## src/scp_defines.svh

```systemverilog
`ifndef SCP_DEFINES_SVH
`define SCP_DEFINES_SVH

// ----------------------------------------
// Register offsets
// ----------------------------------------
`define SCP_ADDR_PORT_CFG 13'h000
`define SCP_ADDR_RB_SEL 13'h004
`define SCP_ADDR_PLL_CFG 13'h010
`define SCP_ADDR_LVPECL0 13'h0F0
`define SCP_ADDR_DIST 13'h230
`define SCP_ADDR_UPDATE 13'h232

// ----------------------------------------
// Field positions
// ----------------------------------------
`define SCP_BIT_SDO_EN_HI 7
`define SCP_BIT_SDO_EN_LO 0
`define SCP_BIT_LSB_HI 6
`define SCP_BIT_LSB_LO 1
`define SCP_BIT_SOFT_HI 5
`define SCP_BIT_SOFT_LO 2
`define SCP_BIT_DIST_PD 1
`define SCP_BIT_UPDATE 0
`define SCP_BIT_RB_ACTIVE 0

// ----------------------------------------
// Reset values
// ----------------------------------------
`define SCP_DEF_PORT_CFG 8'h18
`define SCP_KEEP_SOFT_MASK 8'h24
`define SCP_DEF_RB_SEL 8'h00
`define SCP_DEF_PLL_CFG 8'h00
`define SCP_DEF_LVPECL 8'h00
`define SCP_DEF_DIST 8'h00
`define SCP_DEF_PECL_CODE 2'h0

// ----------------------------------------
// Codes
// ----------------------------------------
`define SCP_PLL_ASYNC_PD 2'h1
`define SCP_PLL_SYNC_PD 2'h3
`define SCP_PECL_SAFE_OFF 2'h2
`define SCP_LEN_STREAM 2'h3
`define SCP_INSTR_LAST 4'hF
`define SCP_BYTE_LAST 3'h7

`endif

```

## src/scp_pkg.sv

```systemverilog
package scp_pkg;

  typedef enum logic [2:0] {
    scp_idle,
    scp_instr,
    scp_data,
    scp_stall,
    scp_done
  } scp_state_t;

  typedef struct packed {
    logic rw;
    logic [1:0] len;
    logic [12:0] addr;
  } scp_instr_t;

  typedef struct packed {
    logic pll_off;
    logic vco_off;
    logic clkin_off;
    logic div_off;
    logic lvds_cmos_off;
    logic dist_off;
  } scp_pwr_t;

endpackage

```

## src/scp_cfg_byte.sv

```systemverilog
`timescale 1ns/1ps
module scp_cfg_byte #(
  parameter int WIDTH = 8,
  parameter logic [WIDTH-1:0] DEFAULT = '0
) (
  input wire logic clk_sys,
  input wire logic clr,
  input wire logic wr_en,
  input wire logic [WIDTH-1:0] wr_data,
  input wire logic update,
  output logic [WIDTH-1:0] buf_q,
  output logic [WIDTH-1:0] act_q
);

  // ----------------------------------------
  // Shadow copy and live copy
  // ----------------------------------------
  always_ff @(posedge clk_sys) begin
    if (clr) begin
      buf_q <= DEFAULT;
    end else if (wr_en) begin
      buf_q <= wr_data;
    end
  end

  // Live copy follows only on update, so many writes land together
  always_ff @(posedge clk_sys) begin
    if (clr) begin
      act_q <= DEFAULT;
    end else if (update) begin
      act_q <= buf_q;
    end
  end

endmodule // scp_cfg_byte

```

## src/scp_serial_ctrl.sv

```systemverilog
`timescale 1ns/1ps
`include "scp_defines.svh"
module scp_serial_ctrl #(
  parameter int N_LVPECL = 6
) (
  input wire logic clk_sys,
  input wire logic srst,
  input wire logic reset_pin_n,
  input wire logic sleep_request_pin_n,
  input wire logic sclk,
  input wire logic cs_n,
  input wire logic sdio_i,
  output logic sdio_o,
  output logic sdio_oe,
  output logic readback_output_pin_o,
  output logic readback_output_pin_oe,
  input wire logic cp_event,
  output scp_pkg::scp_pwr_t pwr,
  output logic [N_LVPECL-1:0][1:0] lvpecl_mode,
  output logic align_request,
  output logic wake_realign_hint
);

  // ----------------------------------------
  // Elaboration check
  // ----------------------------------------
  if (N_LVPECL < 1 || N_LVPECL > 6) begin : g_bad_count
    $error("N_LVPECL must be 1 to 6");
  end

  // ----------------------------------------
  // Resets and port configuration
  // ----------------------------------------
  logic hard_rst;
  logic soft_rst;
  logic soft_q;
  logic reg_clr;
  logic port_rst;
  logic [7:0] port_cfg;
  logic lsb_first;
  logic sdo_en;
  logic wr_stb;
  logic [12:0] wr_addr;
  logic [7:0] wr_data;
  logic upd;

  assign hard_rst = srst | ~reset_pin_n;
  assign soft_rst = port_cfg[`SCP_BIT_SOFT_HI] | port_cfg[`SCP_BIT_SOFT_LO];
  assign reg_clr = hard_rst | soft_rst;
  assign port_rst = hard_rst | (soft_rst & ~soft_q);
  assign lsb_first = port_cfg[`SCP_BIT_LSB_HI] | port_cfg[`SCP_BIT_LSB_LO];
  assign sdo_en = port_cfg[`SCP_BIT_SDO_EN_HI] | port_cfg[`SCP_BIT_SDO_EN_LO];

  always_ff @(posedge clk_sys) begin
    if (hard_rst) begin
      soft_q <= 1'b0;
    end else begin
      soft_q <= soft_rst;
    end
  end

  // Mirrored port bits act at once; soft bits survive their own reset
  always_ff @(posedge clk_sys) begin
    if (hard_rst) begin
      port_cfg <= `SCP_DEF_PORT_CFG;
    end else if (wr_stb && wr_addr == `SCP_ADDR_PORT_CFG) begin
      port_cfg <= wr_data;
    end else if (soft_rst) begin
      port_cfg <= `SCP_DEF_PORT_CFG | (port_cfg & `SCP_KEEP_SOFT_MASK);
    end
  end

  // Self-clearing: the bit itself is never stored, reads as zero
  always_ff @(posedge clk_sys) begin
    if (reg_clr) begin
      upd <= 1'b0;
    end else begin
      upd <= wr_stb && wr_addr == `SCP_ADDR_UPDATE && wr_data[`SCP_BIT_UPDATE];
    end
  end

  // ----------------------------------------
  // Buffered configuration registers
  // ----------------------------------------
  logic [7:0] rb_buf, rb_act, pll_buf, pll_act, dist_buf, dist_act;
  logic [N_LVPECL-1:0][7:0] pecl_buf, pecl_act;

  // Sleep is not among the clears, so contents ride through it
  scp_cfg_byte #(.WIDTH(8), .DEFAULT(`SCP_DEF_RB_SEL)) u_rb_sel (
    .clk_sys(clk_sys), .clr(reg_clr), .wr_en(wr_stb && wr_addr == `SCP_ADDR_RB_SEL),
    .wr_data(wr_data), .update(upd), .buf_q(rb_buf), .act_q(rb_act)
  );
  scp_cfg_byte #(.WIDTH(8), .DEFAULT(`SCP_DEF_PLL_CFG)) u_pll (
    .clk_sys(clk_sys), .clr(reg_clr), .wr_en(wr_stb && wr_addr == `SCP_ADDR_PLL_CFG),
    .wr_data(wr_data), .update(upd), .buf_q(pll_buf), .act_q(pll_act)
  );
  scp_cfg_byte #(.WIDTH(8), .DEFAULT(`SCP_DEF_DIST)) u_dist (
    .clk_sys(clk_sys), .clr(reg_clr), .wr_en(wr_stb && wr_addr == `SCP_ADDR_DIST),
    .wr_data(wr_data), .update(upd), .buf_q(dist_buf), .act_q(dist_act)
  );

  for (genvar i = 0; i < N_LVPECL; i++) begin : g_pecl
    scp_cfg_byte #(.WIDTH(8), .DEFAULT(`SCP_DEF_LVPECL)) u_pecl (
      .clk_sys(clk_sys), .clr(reg_clr),
      .wr_en(wr_stb && wr_addr == `SCP_ADDR_LVPECL0 + 13'(i)),
      .wr_data(wr_data), .update(upd), .buf_q(pecl_buf[i]), .act_q(pecl_act[i])
    );
  end

  // Unmapped or out-of-range addresses read zero
  function automatic logic [7:0] rd_byte(input logic [12:0] a);
    logic [7:0] v;
    logic sel;
    v = 8'h00;
    sel = rb_act[`SCP_BIT_RB_ACTIVE];
    if (a == `SCP_ADDR_PORT_CFG) v = port_cfg;
    if (a == `SCP_ADDR_RB_SEL) v = sel ? rb_act : rb_buf;
    if (a == `SCP_ADDR_PLL_CFG) v = sel ? pll_act : pll_buf;
    if (a == `SCP_ADDR_DIST) v = sel ? dist_act : dist_buf;
    for (int k = 0; k < N_LVPECL; k++) begin
      if (a == `SCP_ADDR_LVPECL0 + 13'(k)) v = sel ? pecl_act[k] : pecl_buf[k];
    end
    return v;
  endfunction

  // ----------------------------------------
  // Serial port sequencing
  // ----------------------------------------
  scp_pkg::scp_state_t state;
  scp_pkg::scp_instr_t ins;
  logic sclk_q, cs_q;
  logic sclk_rise, sclk_fall, cs_rise, cs_fall;
  logic [3:0] bit_cnt;
  logic boundary;
  logic resume_data;
  logic [1:0] bytes_left;
  logic [12:0] addr;
  logic [12:0] next_addr;
  logic [15:0] sh;
  logic [15:0] next_sh;
  logic [7:0] next_db;
  logic [7:0] rd_shift;
  logic out_q;

  always_ff @(posedge clk_sys) begin
    if (srst) begin
      sclk_q <= 1'b0;
      cs_q <= 1'b1;
    end else begin
      sclk_q <= sclk;
      cs_q <= cs_n;
    end
  end

  assign sclk_rise = sclk & ~sclk_q & ~cs_n;
  assign sclk_fall = ~sclk & sclk_q & ~cs_n;
  assign cs_rise = cs_n & ~cs_q;
  assign cs_fall = ~cs_n & cs_q;
  assign boundary = bit_cnt[2:0] == 3'h0;
  assign next_sh = lsb_first ? {sdio_i, sh[15:1]} : {sh[14:0], sdio_i};
  assign next_db = next_sh[15:8] & {8{lsb_first}} | next_sh[7:0] & {8{~lsb_first}};
  assign next_addr = lsb_first ? addr + 13'h0001 : addr - 13'h0001;

  always_ff @(posedge clk_sys) begin
    if (port_rst) begin
      state <= scp_pkg::scp_idle;
      bit_cnt <= 4'h0;
      resume_data <= 1'b0;
    end else begin
      unique case (state)
        scp_pkg::scp_idle: begin
          bit_cnt <= 4'h0;
          resume_data <= 1'b0;
          if (cs_fall) state <= scp_pkg::scp_instr;
        end
        scp_pkg::scp_instr: begin
          if (cs_rise) begin
            state <= boundary ? scp_pkg::scp_stall : scp_pkg::scp_idle;
          end else if (sclk_rise) begin
            bit_cnt <= bit_cnt + 4'h1;
            if (bit_cnt == `SCP_INSTR_LAST) begin
              state <= scp_pkg::scp_data;
              resume_data <= 1'b1;
            end
          end
        end
        scp_pkg::scp_data: begin
          if (cs_rise) begin
            if (!boundary) state <= scp_pkg::scp_idle;
            else if (ins.len == `SCP_LEN_STREAM) state <= scp_pkg::scp_idle;
            else state <= scp_pkg::scp_stall;
          end else if (sclk_rise) begin
            bit_cnt <= {1'b0, bit_cnt[2:0] + 3'h1};
            if (bit_cnt[2:0] == `SCP_BYTE_LAST && ins.len != `SCP_LEN_STREAM
                && bytes_left == 2'h0) begin
              state <= scp_pkg::scp_done;
            end
          end
        end
        scp_pkg::scp_stall: begin
          if (cs_fall) state <= resume_data ? scp_pkg::scp_data : scp_pkg::scp_instr;
        end
        scp_pkg::scp_done: begin
          if (cs_rise) state <= scp_pkg::scp_idle;
        end
      endcase
    end
  end

  // Instruction and data capture; write strobe is one cycle per byte
  always_ff @(posedge clk_sys) begin
    if (port_rst) begin
      sh <= 16'h0000;
      ins <= '0;
      addr <= 13'h0000;
      bytes_left <= 2'h0;
      wr_stb <= 1'b0;
      wr_addr <= 13'h0000;
      wr_data <= 8'h00;
      rd_shift <= 8'h00;
      out_q <= 1'b0;
    end else begin
      wr_stb <= 1'b0;
      if (state == scp_pkg::scp_instr && sclk_rise && !cs_rise) begin
        sh <= next_sh;
        if (bit_cnt == `SCP_INSTR_LAST) begin
          ins <= next_sh;
          addr <= next_sh[12:0];
          bytes_left <= next_sh[14:13];
          rd_shift <= rd_byte(next_sh[12:0]);
        end
      end else if (state == scp_pkg::scp_data && sclk_rise && !cs_rise) begin
        sh <= next_sh;
        if (bit_cnt[2:0] == `SCP_BYTE_LAST) begin
          wr_stb <= ~ins.rw;
          wr_addr <= addr;
          wr_data <= next_db;
          addr <= next_addr;
          bytes_left <= bytes_left - 2'h1;
          rd_shift <= rd_byte(next_addr);
        end
      end else if (state == scp_pkg::scp_data && sclk_fall && ins.rw) begin
        out_q <= lsb_first ? rd_shift[0] : rd_shift[7];
        rd_shift <= lsb_first ? {1'b0, rd_shift[7:1]} : {rd_shift[6:0], 1'b0};
      end
    end
  end

  // Pins float whenever select is high or no read is under way
  always_comb begin
    sdio_oe = ~cs_n && state == scp_pkg::scp_data && ins.rw && ~sdo_en;
    readback_output_pin_oe = ~cs_n && state == scp_pkg::scp_data && ins.rw && sdo_en;
  end
  assign sdio_o = out_q;
  assign readback_output_pin_o = out_q;

  // ----------------------------------------
  // Power-down control
  // ----------------------------------------
  logic sleep_q;
  logic por_q;

  always_ff @(posedge clk_sys) begin
    if (reg_clr) begin
      pwr.pll_off <= 1'b0;
    end else if (!sleep_request_pin_n) begin
      pwr.pll_off <= 1'b1;
    end else if (pll_act[1:0] == `SCP_PLL_ASYNC_PD) begin
      pwr.pll_off <= 1'b1;
    end else if (pll_act[1:0] == `SCP_PLL_SYNC_PD) begin
      if (cp_event) pwr.pll_off <= 1'b1;
    end else begin
      pwr.pll_off <= 1'b0;
    end
  end

  always_ff @(posedge clk_sys) begin
    if (reg_clr) begin
      pwr.vco_off <= 1'b0;
      pwr.clkin_off <= 1'b0;
      pwr.div_off <= 1'b0;
      pwr.lvds_cmos_off <= 1'b0;
      pwr.dist_off <= 1'b0;
    end else begin
      pwr.vco_off <= ~sleep_request_pin_n;
      pwr.clkin_off <= ~sleep_request_pin_n;
      pwr.div_off <= ~sleep_request_pin_n;
      pwr.lvds_cmos_off <= ~sleep_request_pin_n;
      pwr.dist_off <= dist_act[`SCP_BIT_DIST_PD];
    end
  end

  // Same code holds under distribution power-down; sleep forces safe-off
  for (genvar j = 0; j < N_LVPECL; j++) begin : g_pecl_pd
    always_ff @(posedge clk_sys) begin
      if (reg_clr) begin
        lvpecl_mode[j] <= `SCP_DEF_PECL_CODE;
      end else if (!sleep_request_pin_n) begin
        lvpecl_mode[j] <= `SCP_PECL_SAFE_OFF;
      end else begin
        lvpecl_mode[j] <= pecl_act[j][1:0];
      end
    end
  end

  // Wake keeps calibration; only alignment may be wanted again
  always_ff @(posedge clk_sys) begin
    if (srst) begin
      sleep_q <= 1'b1;
      wake_realign_hint <= 1'b0;
    end else begin
      sleep_q <= sleep_request_pin_n;
      wake_realign_hint <= sleep_request_pin_n & ~sleep_q;
    end
  end

  always_ff @(posedge clk_sys) begin
    por_q <= srst;
  end

  always_ff @(posedge clk_sys) begin
    if (srst) begin
      align_request <= 1'b0;
    end else begin
      align_request <= por_q;
    end
  end
endmodule // scp_serial_ctrl

```

## config.mk

```make
export PLATFORM = sky130hd
export DESIGN_NAME = scp_serial_ctrl
export DESIGN_NICKNAME = d
export VERILOG_FILES = /design/src/scp_pkg.sv /design/src/scp_cfg_byte.sv /design/src/scp_serial_ctrl.sv
export VERILOG_INCLUDE_DIRS = /design/src
export SDC_FILE = /design/constraint.sdc
export NUM_CORES = 1
export LEC_CHECK = 0
export BUFFER_PORTS_ARGS = -buffer_cell sky130_fd_sc_hd__buf_2
export CORE_AREA = 2 2 223 115
export DETAILED_ROUTE_END_ITERATION = 16
export DIE_AREA = 0 0 225 117
export PLACE_DENSITY_LB_ADDON = 0.3
export SETUP_SLACK_MARGIN = 0.5
export SLEW_MARGIN = 20
export SYNTH_ARGS = -nofsm -noshare
export SYNTH_HDL_FRONTEND = slang
export SYNTH_SLANG_ARGS = --single-unit
```

## constraint.sdc

```tcl
create_clock -name clk_sys -period 5.1 [get_ports clk_sys]
set_input_delay 0.765 -clock clk_sys [delete_from_list [all_inputs] [get_ports clk_sys]]
set_output_delay 0.765 -clock clk_sys [all_outputs]
set_load 0.02 [all_outputs]
```

# After elaboration in Yosys (flattened, before gate mapping)
# Index checks and enable logic that the tools add are counted.
# Widths: inputs -> output; s select.
[totals] reg_bits=248 output_inout_bits=24
[classes] add_sub_neg=5 eq_ne=53 n_mux=83 bitwise=31 reduce_logical=47
[op_table] cell="$mux 8" n=37
[op_table] cell="$eq 13x8->1 const B" n=18
[op_table] cell="$mux 13" n=5
[op_table] cell="$eq 13x10->1 const B" n=4
[op_table] cell="$mux 16" n=3
[op_table] cell="$eq 13x3->1 const B" n=3
[op_table] cell="$eq 13x5->1 const B" n=3
[op_table] cell="$logic_not 13->1" n=3
[op_table] cell="$mux 2" n=14
[op_table] cell="$mux 3" n=9
[op_table] cell="$logic_and 1x1->1" n=24
[op_table] cell="$and 8x8->8" n=2
[op_table] cell="$mux 4" n=4
[op_table] cell="$ne 2x2->1 const B" n=8
[op_table] cell="$pmux 3 s5" n=1
[op_table] cell="$not 1->1" n=14
[op_table] cell="$add 13x1->13 const B" n=1
[op_table] cell="$sub 13x1->13 const B" n=1
[op_table] cell="$pmux 4 s3" n=1
[op_table] cell="$reduce_and 3->1" n=4
[op_table] cell="$ne 3x3->1 const B" n=3
[op_table] cell="$and 1x1->1" n=8
[op_table] cell="$mux 1" n=8
[op_table] cell="$or 8x8->8" n=1
[op_table] cell="other kinds (25)" n=40

# Longest topological paths before layout
# Gate-level depths: netlist of run 1.
[logic_depth] ltp_word=16 ltp_mapped=19 ltp_nobuf=13

# Modules after synthesis
# A second synthesis of run 1 with hierarchy kept.
[hier_totals] hier_cells=1556 area_unflattened_um2=13372.8
[by_module_without_submodules] module="scp_serial_ctrl" n_inst=1 cells_per_inst=1088 area_per_inst_um2=8159.1 seq_area_each_um2=2082.0
[by_module_without_submodules] module="scp_cfg_byte" n_inst=9 cells_per_inst=52 area_per_inst_um2=579.3 seq_area_each_um2=320.3

# Worst setup path after synthesis of run 1
# OpenSTA, ideal clock, no wires.
[synth_timing] path_type="register to register" from="register port_cfg[1]" to="register rd_shift[2]" setup_time_ns=0.124 arrival_ns=5.048 path_slack_ns=-0.073 stages_incl_launch_ff=20 n_path_buf=7 period_less_slack_ns=5.173 cell_sequence="dfxtp_1 -> buf_2 -> nor2_4 -> buf_1 -> clkbuf_1 -> clkbuf_1 -> clkbuf_1 -> ha_1 -> clkbuf_1 -> a211o_1 -> a32oi_1 -> o32ai_2 -> xnor2_1 -> mux2i_4 -> nand2_1 -> or4_1 -> buf_2 -> or2_4 -> a311oi_1 -> nor3_1"
[synth_via] elab_chain_len=16 word_cells_on_any_way=49 classes_between="eq/ne (18); mux (28); bitwise (1); reduce/logical (2)"
[synth_rtl] element="from (decl)" line_no="scp_serial_ctrl.sv:39" rtl="logic [7:0] port_cfg;"
[synth_rtl] element="from (signal assigned)" line_no="scp_serial_ctrl.sv:65" rtl="port_cfg <= `SCP_DEF_PORT_CFG;"
[synth_rtl] element="from (signal assigned)" line_no="scp_serial_ctrl.sv:67" rtl="port_cfg <= wr_data;"
[synth_rtl] element="from (signal assigned)" line_no="scp_serial_ctrl.sv:69" rtl="port_cfg <= `SCP_DEF_PORT_CFG | (port_cfg & `SCP_KEEP_SOFT_MASK);"
[synth_rtl] element="$or 1x1->1 (*)" line_no="scp_serial_ctrl.sv:51" rtl="assign lsb_first = port_cfg[`SCP_BIT_LSB_HI] | port_cfg[`SCP_BIT_LSB_LO];"
[synth_rtl] element="$mux 13" line_no="scp_serial_ctrl.sv:162" rtl="assign next_addr = lsb_first ? addr + 13'h0001 : addr - 13'h0001;"
[synth_rtl] element="$logic_not 13->1 (no line)"
[synth_rtl] element="$mux 8" line_no="scp_serial_ctrl.sv:116" rtl="if (a == `SCP_ADDR_PORT_CFG) v = port_cfg;"
[synth_rtl] element="$mux 8" line_no="scp_serial_ctrl.sv:117" rtl="if (a == `SCP_ADDR_RB_SEL) v = sel ? rb_act : rb_buf;"
[synth_rtl] element="$mux 8" line_no="scp_serial_ctrl.sv:118" rtl="if (a == `SCP_ADDR_PLL_CFG) v = sel ? pll_act : pll_buf;"
[synth_rtl] element="$mux 8" line_no="scp_serial_ctrl.sv:119" rtl="if (a == `SCP_ADDR_DIST) v = sel ? dist_act : dist_buf;"
[synth_rtl] element="$mux 8 (6 in series)" line_no="scp_serial_ctrl.sv:121" rtl="if (a == `SCP_ADDR_LVPECL0 + 13'(k)) v = sel ? pecl_act[k] : pecl_buf[k];"
[synth_rtl] element="$mux 8" line_no="scp_serial_ctrl.sv:234" rtl="if (bit_cnt[2:0] == `SCP_BYTE_LAST) begin"
[synth_rtl] element="$mux 8" line_no="scp_serial_ctrl.sv:232" rtl="end else if (state == scp_pkg::scp_data && sclk_rise && !cs_rise) begin"
[synth_rtl] element="$mux 8 (*)" line_no="scp_serial_ctrl.sv:224" rtl="if (state == scp_pkg::scp_instr && sclk_rise && !cs_rise) begin"
[synth_rtl] element="to (signal assigned)" line_no="scp_serial_ctrl.sv:230" rtl="rd_shift <= rd_byte(next_sh[12:0]);"
[synth_rtl] element="to (signal assigned)" line_no="scp_serial_ctrl.sv:240" rtl="rd_shift <= rd_byte(next_addr);"
[synth_rtl] element="to (signal assigned)" line_no="scp_serial_ctrl.sv:244" rtl="rd_shift <= lsb_first ? {1'b0, rd_shift[7:1]} : {rd_shift[6:0], 1'b0};"
[synth_rtl] element="to (decl)" line_no="scp_serial_ctrl.sv:142" rtl="logic [7:0] rd_shift;"
# Every way passes the cells marked *; elsewhere a longest branch is shown, timed or not. The select of a mux whose other input is x is not followed.
# A chain may end at the register's enable or synchronous reset.

# Final worst setup path of run 1
[layout_timing] from="register port_cfg[6]" to="register rd_shift[0]"
# The elaborated chain is that of the path after synthesis.

==> run metrics, run 1 <==
Register Area 4972 um^2; max-slew violations 0; CTS tree yes; max cap viols 0; cell row count 41; Min Clock Period, post-route 4.373 ns; initial drt markers 1730; Synth area leaders dfxtp_1 36%, mux2i_1 14%, nor2_1 6.3%; Worst EP arrival 4.84 ns; # hold bufs at CTS 0; port bufs 31; Seq/Total Area, Yosys 0.3630; Crit. End Element flip-flop; CP top delay family compound AO/OA/AOI/OAI gates; GPL Wtd Cong 1.038; Detail Route Antenna Nets 0; Vias 12714; number of diodes 0; P_leak 0.005143 uW; crit path max fanout 39; most numerous cell on the critical path a21o_1; largest net degree at the start of global routing 85; # nets final 1620; CTS HTree Levels 1; DRC Markers 0; final hold violations 0; status complete, no violations; WP data required 5.57 ns; dominant cell type by area after synthesis dfxtp_1; GRT overflow 0; final setup violation count 0; EDFF count, synth 0; routed wire length 46670 um; worst path bufs/invs 1; main flop type after synthesis dfxtp_1; core area 24570 um^2; global-route wire length before repair 70130 um; Crit Path Category reg -> reg; RSZ-0062 raised after global routing true; CP Cell Sequence nor2_4 > buf_6 > ha_1 > a21o_1 > maj3_1 > xnor2_1 > nand2_2 > nor2_1 > nand3b_1 > o32ai_1 > a222oi_1 > a21o_1 > a21oi_1; Area Overhead vs Synth 8.819%; clock transition at the registers of the reported paths 0.07 ns; root buffer cell clkbuf_16; total number of yosys warnings 0; drt via density 6.560; Num CTS Buffers 24; Die Footprint 26330 um^2; power density cells 263.7 nW/um^2; synthesized netlist cell count 1637; per-cell routed wire length 24.08 um; DRT Pass-1 Iters 6; Least-Margin Pin Slew 1.132 ns; Initial Utilization 0.5566; # IOs 32; Tot GR Track Use 0.3546; area occupied by multi-input gates 8185 um^2; vias in the first global route 11178; fmax 228.7 MHz; Critical Path Source Type flip-flop; area of the mapped netlist 13680 um^2; hpwl dp 34030 um; Hold Path Class reg -> reg; final worst path period share 0.8575; max incr delay on CP 0.55 ns; top cell type's share of synthesized area 0.3630; Peak VDD IR 0.2077 mV; Slew headroom 0.2428; register bit count reported by yosys 248; Yosys cell types 92; Total Power 3925 uW; fraction of layout cells with a size suffix above 1 0.1170; Mapped Avg Cell Area 8.355 um^2; clock sinks 248; die height 117 um; Syn Nets 1657; sum of negative setup slack 0 ns; clk_lat worst skew 0.54 ns; clk buf depth 3; fillers 2181; slowest cell on the critical path xnor2_1; initial antenna violation count 1; chip width 225 um; Async S/R FF share, synth 0; skew final 0.01899 ns
what timing repair did:
action | in CTS | in global routing
gates resized for setup | 0 | 6
setup endpoints to repair | 0 | 8
buffers inserted | 0 | 0
kinds of logic after synthesis:
family | after synthesis | synth area share
compound gates | 336 | 0.1613
xor+xnor | 10 | 0.006953
fa+ha+maj | 13 | 0.01226
buf+inv | 156 | 0.04510
flops | 248 | 0.3630
mux | 243 | 0.1931
simple gates | 631 | 0.2183
per-layer routing:
| layer | track usage | vias to the layer above | part of all wire |
|---|---|---|---|
| li1 | - | 5841 | - |
| met1 | 0.5367 | 6103 | 0.47 |
| met2 | 0.4500 | 704 | 0.36 |
| met3 | 0.1608 | 66 | 0.15 |
| met4 | 0.06313 | 0 | 0.016 |
| met5 | 0 | - | 0 |
flip-flops by register name, summed over array words and instances, names as in the netlist, 4 cells and up:
signal and flops:
sh 16, wr_data 8, g_pecl.u_pecl.buf_q 48, u_rb_sel.buf_q 8, u_pll.buf_q 8, bit_cnt 4, rd_shift 8, port_cfg 8
addr 13, wr_addr 13, g_pecl.u_pecl.act_q 48, u_dist.buf_q 8, u_pll.act_q 8, u_dist.act_q 8, lvpecl_mode 12, u_rb_sel.act_q 8
layout make-up:
class	count	share of cell area
Clock buffer	31	0.04557
Clock inverter	11	0.008659
Inverter	29	0.007314
Multi-Input combinational cell	1233	0.5500
Sequential cell	248	0.3341
Tap cell	322	0.02707
Timing Repair Buffer	64	0.02732
power breakdown:
part / leakage, uW / total, uW / internal [uW] / switching, uW
Sequential: 0.00200 / 1950 / 1940 / 7.20
Combinational: 0.00275 / 120 / 30.9 / 88.8
Clock: 0.000393 / 1860 / 1050 / 806
cells in the final DEF, fill, tap and decap left out, types with 18 or more instances in the layout:
cell,count
nor2_1,229
nor4_1,19
a211oi_1,32
and2_1,19
o22ai_1,18
a21oi_1,112
mux2i_1,195
buf_4,32
dfxtp_1,246
nor3_1,42
nand3_1,36
mux2_2,34
nand2_1,165
buf_2,31
clkbuf_16,25
inv_1,28
o21ai_0,48
per-stage QoR:
stage / std cells / hold slack [ns] / area [um^2] / setup WS (ns) / util
2_1_floorplan: 1637 / 0.3721 / 13700 / 0.5092 / -
3_3_place_gp: 1896 / 0.3779 / 14040 / 0.7369 / 0.5714
3_5_place_dp: 1896 / 0.3836 / 14050 / 0.5681 / 0.5717
4_1_cts: 1938 / 0.3937 / 14860 / 0.5747 / 0.6046
5_1_grt: 1938 / 0.4098 / 14880 / 0.4562 / 0.6057
6_report: 1938 / 0.3932 / 14880 / 0.7268 / 0.6057
cell usage after synthesis (28+ instances only):
cell,count
a211oi_1,32
a21oi_1,112
clkbuf_1,101
dfxtp_1,248
inv_1,28
mux2_2,34
mux2i_1,195
nand2_1,167
nand3_1,36
nor2_1,230
nor3_1,44
o21ai_0,49
path summary, 6_finish.rpt:
path	cells after the start	end	slack (ns)	startpoint
setup / recovery	13	rd_shift[0]	0.73	port_cfg[6]
setup reg to reg	13	rd_shift[0]	0.73	port_cfg[6]
hold reg to reg	1	wake_realign_hint	0.39	sleep_q
hold / removal	1	wake_realign_hint	0.39	sleep_q
No activity file was read; power rests on OpenSTA's default activity.
==> inputs of run 2 (changes only) <==
Settings changed: CORE_AREA 2 2 223 115 to 2 2 219 113, CTS_BUF_LIST from default to sky130_fd_sc_hd__clkbuf_4, DIE_AREA 0 0 225 117 to 0 0 221 115.
==> run 2 against run 1 <==
Register-to-register slack got worse by 0.04 ns. Highest routed layer unchanged. Largest cell class unchanged. Critical path type unchanged. First-iteration DRC count up 10%. Via count up 2.2%.
==> run metrics, run 2 (synthesis results as in run 1) <==
r2r endpoint rd_shift[6]; WP data required 5.68 ns (+0.11 ns); Min Clock Period, post-route 4.414 ns (+0.04118 ns); chip width 221 um (-1.8%); sum of negative setup slack 0 ns (unchanged); final hold violations 0 (unchanged); Worst EP arrival 5.00 ns (+0.16 ns); fillers 2066 (-5.3%); Worst Reg-to-Reg Cells 13 (unchanged); reg2reg start port_cfg[6]; GPL Wtd Cong 1.042 (+0.42%); Slew headroom 0.2467 (+0.003901); per-cell routed wire length 24.05 um (-0.13%); CTS tree yes; Hold Path Class in -> reg; Vias 12997 (+2.2%); fmax 226.5 MHz (-0.93%); max incr delay on CP 0.63 ns (+0.08 ns); Critical Path Source Type flip-flop; skew final 0.04862 ns (+0.02962 ns); root buffer cell clkbuf_4; initial drt markers 1905 (+10%); most common cell after layout, fill and taps aside dfxtp_1; DRT Pass-1 Iters 8 (+2); power density cells 247.3 nW/um^2 (-6.2%); Die Footprint 25420 um^2 (-3.5%); post-cts resize count 0 (unchanged); number of diodes 0 (unchanged); routed wire length 48120 um (+3.1%); hold path startpoint sclk; slowest cell on the critical path or4_4; port bufs 31 (unchanged); Total Power 3666 uW (-6.6%); CP top delay family simple AND/OR/NAND/NOR gates; r2r setup slk 0.69 ns (-0.04 ns); Initial Utilization 0.5802 (+0.02361); postcts setup bufs 0 (unchanged); Tot GR Track Use 0.3724 (+0.01782); most frequent cells in the layout 246 x dfxtp_1, 230 x nor2_1, 195 x mux2i_1; max cap viols 0 (unchanged); RSZ-0062 raised after global routing false; drt via density 6.495 (-0.99%); Peak VDD IR 0.2240 mV (+7.9%); biggest regs g_pecl.u_pecl.act_q (48), g_pecl.u_pecl.buf_q (48), sh (16); CTS HTree Levels 2 (+1); clk buf depth 3 (unchanged); # hold bufs at CTS 0 (unchanged); Crit. End Element flip-flop; cell row count 40 (-2.4%); clock sinks 248 (unchanged); largest net degree at the start of global routing 83 (-2.4%); DRC Markers 0 (unchanged); hpwl dp 34960 um (+2.7%); fin area 14820 um^2 (-0.40%); fraction of layout cells with a size suffix above 1 0.1441 (+0.02717); Area Overhead vs Synth 8.389%; CP Launch Point port_cfg[6]; Crit Path Category reg -> reg; worst path bufs/invs 1 (unchanged); initial antenna violation count 0 (-1); core area 23570 um^2 (-4.1%); GRT overflow 0 (unchanged); placed cell areas 14070 um^2 (+0.19%); clk_lat worst skew 0.75 ns (+0.21 ns); status complete, no violations; Levels on crit path 13 (unchanged); die height 115 um (-1.7%); Detail Route Antenna Nets 0 (unchanged); P_leak 0.005200 uW (+1.1%); # IOs 32 (unchanged); # nets final 1659 (+2.4%); clock transition at the registers of the reported paths 0.07 ns (about the same); Least-Margin Pin Slew 1.128 ns (-0.003215 ns); final setup violation count 0 (unchanged); Num CTS Buffers 58 (+140%); global-route wire length before repair 72440 um (+3.3%); final worst path period share 0.8656 (+0.008075); Worst Setup EP rd_shift[6]; max-slew violations 0 (unchanged); crit path max fanout 11 (-72%); CP Cell Sequence nor2_4 > inv_2 > fa_2 > nor2b_1 > a2111o_1 > o2111a_1 > or3_1 > a22oi_2 > nand2_2 > or4_4 > or2_4 > a311oi_1 > nor3_1; vias in the first global route 11680 (+4.5%)
## run 2: area by class of cell
type / count / area [um^2] / area share
clock inverter: 23 / 95.09 / 0.006415
multi-input combinational: 1233 / 8183 / 0.5520
sequential: 248 / 4972 / 0.3354
timing repair buffer: 69 / 440.4 / 0.02971
tap: 315 / 394.1 / 0.02659
inverter: 29 / 108.9 / 0.007343
clock buffer: 84 / 630.6 / 0.04254
## run 2: power breakdown
| part | internal [uW] | total [uW] | switching (uW) |
|---|---|---|---|
| clock network | 760 | 1600 | 839 |
| logic | 31.5 | 119 | 87.6 |
| registers | 1940 | 1950 | 7.39 |
| total | 2730 | 3670 | 934 |
## run 2: worst min path at each step
stage / end / slack (ns) / cells after the start
after floorplan: wake_realign_hint / 0.37 / 1
after global placement: wake_realign_hint / 0.38 / 1
after detailed placement: wake_realign_hint / 0.40 / 1
after CTS: sclk_q / 0.28 / 2
after global routing: cs_q / 0.28 / 2
final: sclk_q / 0.31 / 2
## run 2: worst reg2reg max path, cell delays in order, from the launching register on
cell and delay, ns:
dfxtp_1 0.34, nor2_4 0.24, inv_2 0.07, fa_2 0.45, nor2b_1 0.20, a2111o_1 0.47, o2111a_1 0.27, or3_1 0.38
a22oi_2 0.37, nand2_2 0.23, or4_4 0.63, or2_4 0.29, a311oi_1 0.23, nor3_1 0.10
## run 2: metrics by stage
stage / hold WS, ns / instances / setup WS (ns) / utilization
3_5_place_dp: 0.3986 / 1894 / 0.6034 / 0.5971
3_3_place_gp: 0.3792 / 1894 / 0.6704 / 0.5968
2_1_floorplan: 0.3721 / 1637 / 0.5092 / -
5_1_grt: 0.2841 / 2001 / 0.5273 / 0.6289
6_report: 0.3070 / 2001 / 0.6856 / 0.6289
4_1_cts: 0.2771 / 2001 / 0.6109 / 0.6279
## run 2: routing by layer
layer  wire length (um)  share of wire  GRT usage
met5                  0              0          0
met4                606          0.013    0.06040
met3               7127           0.15     0.1426
met2              17570           0.37     0.4763
met1              22820           0.47     0.5806
==> inputs of run 3 (changes only) <==
Settings changed: REMOVE_ABC_BUFFERS from default to 1.
==> run 3 against run 2 <==
Critical path depth unchanged. Largest cell class unchanged. Critical endpoint is now rd_shift[2]. Via count shrank 0.92%. Highest routed layer is now met5. Non-clock buffer count is 6 higher. Global-route usage is 0.67 points lower.
==> run metrics, run 3 (synthesis results as in run 1) <==
Area Overhead vs Synth 8.005%; routed wire length 46710 um (-2.9%); slowest cell on the critical path or4_4; Peak VDD IR 0.2358 mV (+5.3%); hold path startpoint cs_n; max incr delay on CP 0.63 ns (about the same); DRT Pass-1 Iters 8 (unchanged); Initial Utilization 0.5802 (unchanged); status complete, no violations; CP Launch Point port_cfg[1]; met3 usage 0.1503 (+0.007667); initial antenna violation count 3 (+3); final hold violations 0 (unchanged); largest net degree at the start of global routing 85 (+2.4%); P_leak 0.005193 uW (-0.14%); fraction of layout cells with a size suffix above 1 0.1411 (-0.003057); Critical Path Source Type flip-flop; crit path max fanout 11 (unchanged); root buffer cell clkbuf_4; internal power 2710 uW (-0.81%); CTS tree yes; Worst EP arrival 4.94 ns (-0.06 ns); Tot GR Track Use 0.3658 (-0.006650); global-route wire length before repair 71210 um (-1.7%); Total Power 3613 uW (-1.4%); clk buf depth 3 (unchanged); Num CTS Buffers 55 (-5.2%); vias in the first global route 11708 (+0.24%); r2r setup slk 0.74 ns (+0.06 ns); Die Footprint 25420 um^2 (unchanged); core area 23570 um^2 (unchanged); clock sinks 248 (unchanged); max-slew violations 0 (unchanged); port bufs 31 (unchanged); global route hottest layer met1; combinational power share 0.033 (about the same); Hold Path Class in -> reg; reg2reg start port_cfg[1]; cell row count 40 (unchanged); CTS HTree Levels 2 (unchanged); initial drt markers 1744 (-8.5%); fmax 229.6 MHz (+1.3%); # IOs 32 (unchanged); M1 GR Usage 0.5592 (-0.02131); hpwl dp 33850 um (-3.2%); Sequential Power Share 0.539 (+0.008); most frequent cells in the layout 246 x dfxtp_1, 230 x nor2_1, 195 x mux2i_1; met2 Use GR 0.4706 (-0.005625); Least-Margin Pin Slew 1.098 ns (-0.03054 ns); final worst path period share 0.8540 (-0.01151); GPL Wtd Cong 1.059 (+1.6%); sw frac 0.2499 (-0.004809); CP Cell Sequence nor2_4 > inv_2 > fa_1 > nor2b_1 > a2111o_1 > o2111a_1 > or3_1 > a22oi_2 > nand2_2 > or4_4 > or2_4 > a311oi_1 > nor3_1; RSZ-0062 raised after global routing false; WP data required 5.68 ns (about the same); per-cell routed wire length 23.40 um (-2.7%); final core utilization 0.6266 (-0.002230); clk_lat worst skew 0.73 ns (-0.02 ns); Slew headroom 0.2681 (+0.02139); clock transition at the registers of the reported paths 0.08 ns (about the same); Detail Route Antenna Nets 0 (unchanged); most common cell after layout, fill and taps aside dfxtp_1; final setup violation count 0 (unchanged); chip width 221 um (unchanged); die height 115 um (unchanged); clock share of power 0.428 (-0.008); DRC Markers 0 (unchanged); Vias 12877 (-0.92%); GRT overflow 0 (unchanged); Crit Path Category reg -> reg; Crit. End Element flip-flop; drt via density 6.451 (-0.68%); biggest regs g_pecl.u_pecl.act_q (48), g_pecl.u_pecl.buf_q (48), sh (16); # nets final 1662 (+0.18%); skew final 0.04942 ns (+0.0008019 ns); power density cells 244.6 nW/um^2 (-1.1%); net switching power 902.9 uW (-3.3%); Min Clock Period, post-route 4.356 ns (-0.05872 ns); max cap viols 0 (unchanged)
==> run 3: cell types whose count changed in the layout (fill, tap and decap cells not counted), moves of 2 or more <==
| cell | delta |
|---|---|
| nor4_1 | +2 |
| clkinv_1 | -7 |
| clkinv_2 | -2 |
| buf_4 | +6 |
==> run 3: final cells by class <==
class	count	area [um^2]
Antenna cell	1	2.502
Clock buffer	83	623.1
Clock inverter	12	47.55
Fill cell	2080	8801
Inverter	29	108.9
Multi-Input combinational cell	1233	8138
Sequential cell	248	4972
Tap cell	315	394.1
Timing Repair Buffer	75	485.5
==> run 3: final timing paths <==
| check | to | cells after the start |
|---|---|---|
| worst max register to register | rd_shift[2] | 13 |
| worst min register to register | wake_realign_hint | 1 |
| worst min-delay path | cs_q | 2 |
| worst max-delay path | rd_shift[2] | 13 |
==> run 3: worst max-delay path: cells and delay by family (launching register included) <==
kind                     cells  cell delay [ns]
buffers and inverters        1             0.06
AND/OR/NAND/NOR              7             1.96
adder cells (fa/ha/maj)      1             0.49
AO/OA/AOI/OAI                4             1.34
flip-flops                   1             0.34
==> run 3: power by group through the flow <==
stage | sequential [uW] | clock, uW | combinational [uW]
detailed placement | 1990 | 0 | 115
floorplan | 2000 | 0 | 63.8
global route | 1950 | 1660 | 128
global placement | 1990 | 0 | 115
CTS | 1950 | 1560 | 116
finish | 1950 | 1550 | 119
==> run 3: through the flow <==
step	setup TNS (ns)	hold slack [ns]	cell area, um^2	setup slack (ns)	instances
finish	0	0.2939	14770	0.7444	1996
global route	0	0.2708	14770	0.5886	1995
CTS	0	0.2758	14740	0.5751	1992
detailed placement	0	0.4101	14070	0.5211	1897
global placement	0	0.3835	14070	0.6030	1897
floorplan	-0.1202	0.3721	13170	-0.03840	1510
==> run 3: metal layers <==
metal,vias up,share of wire
met5,-,0.00058
met4,4,0.012
met3,61,0.15
met2,758,0.36
met1,6109,0.48
li1,5945,-
==> run 3: timing repair <==
action | 4_1_cts | 5_1_grt
setup buffers | 0 | 3
pin swaps | 0 | 1
hold buffers | 0 | 0
cloned | 0 | 0
endpoints found under the setup margin | 4 | 6
endpoints found under the hold margin | 0 | 0
gates resized for setup | 1 | 2
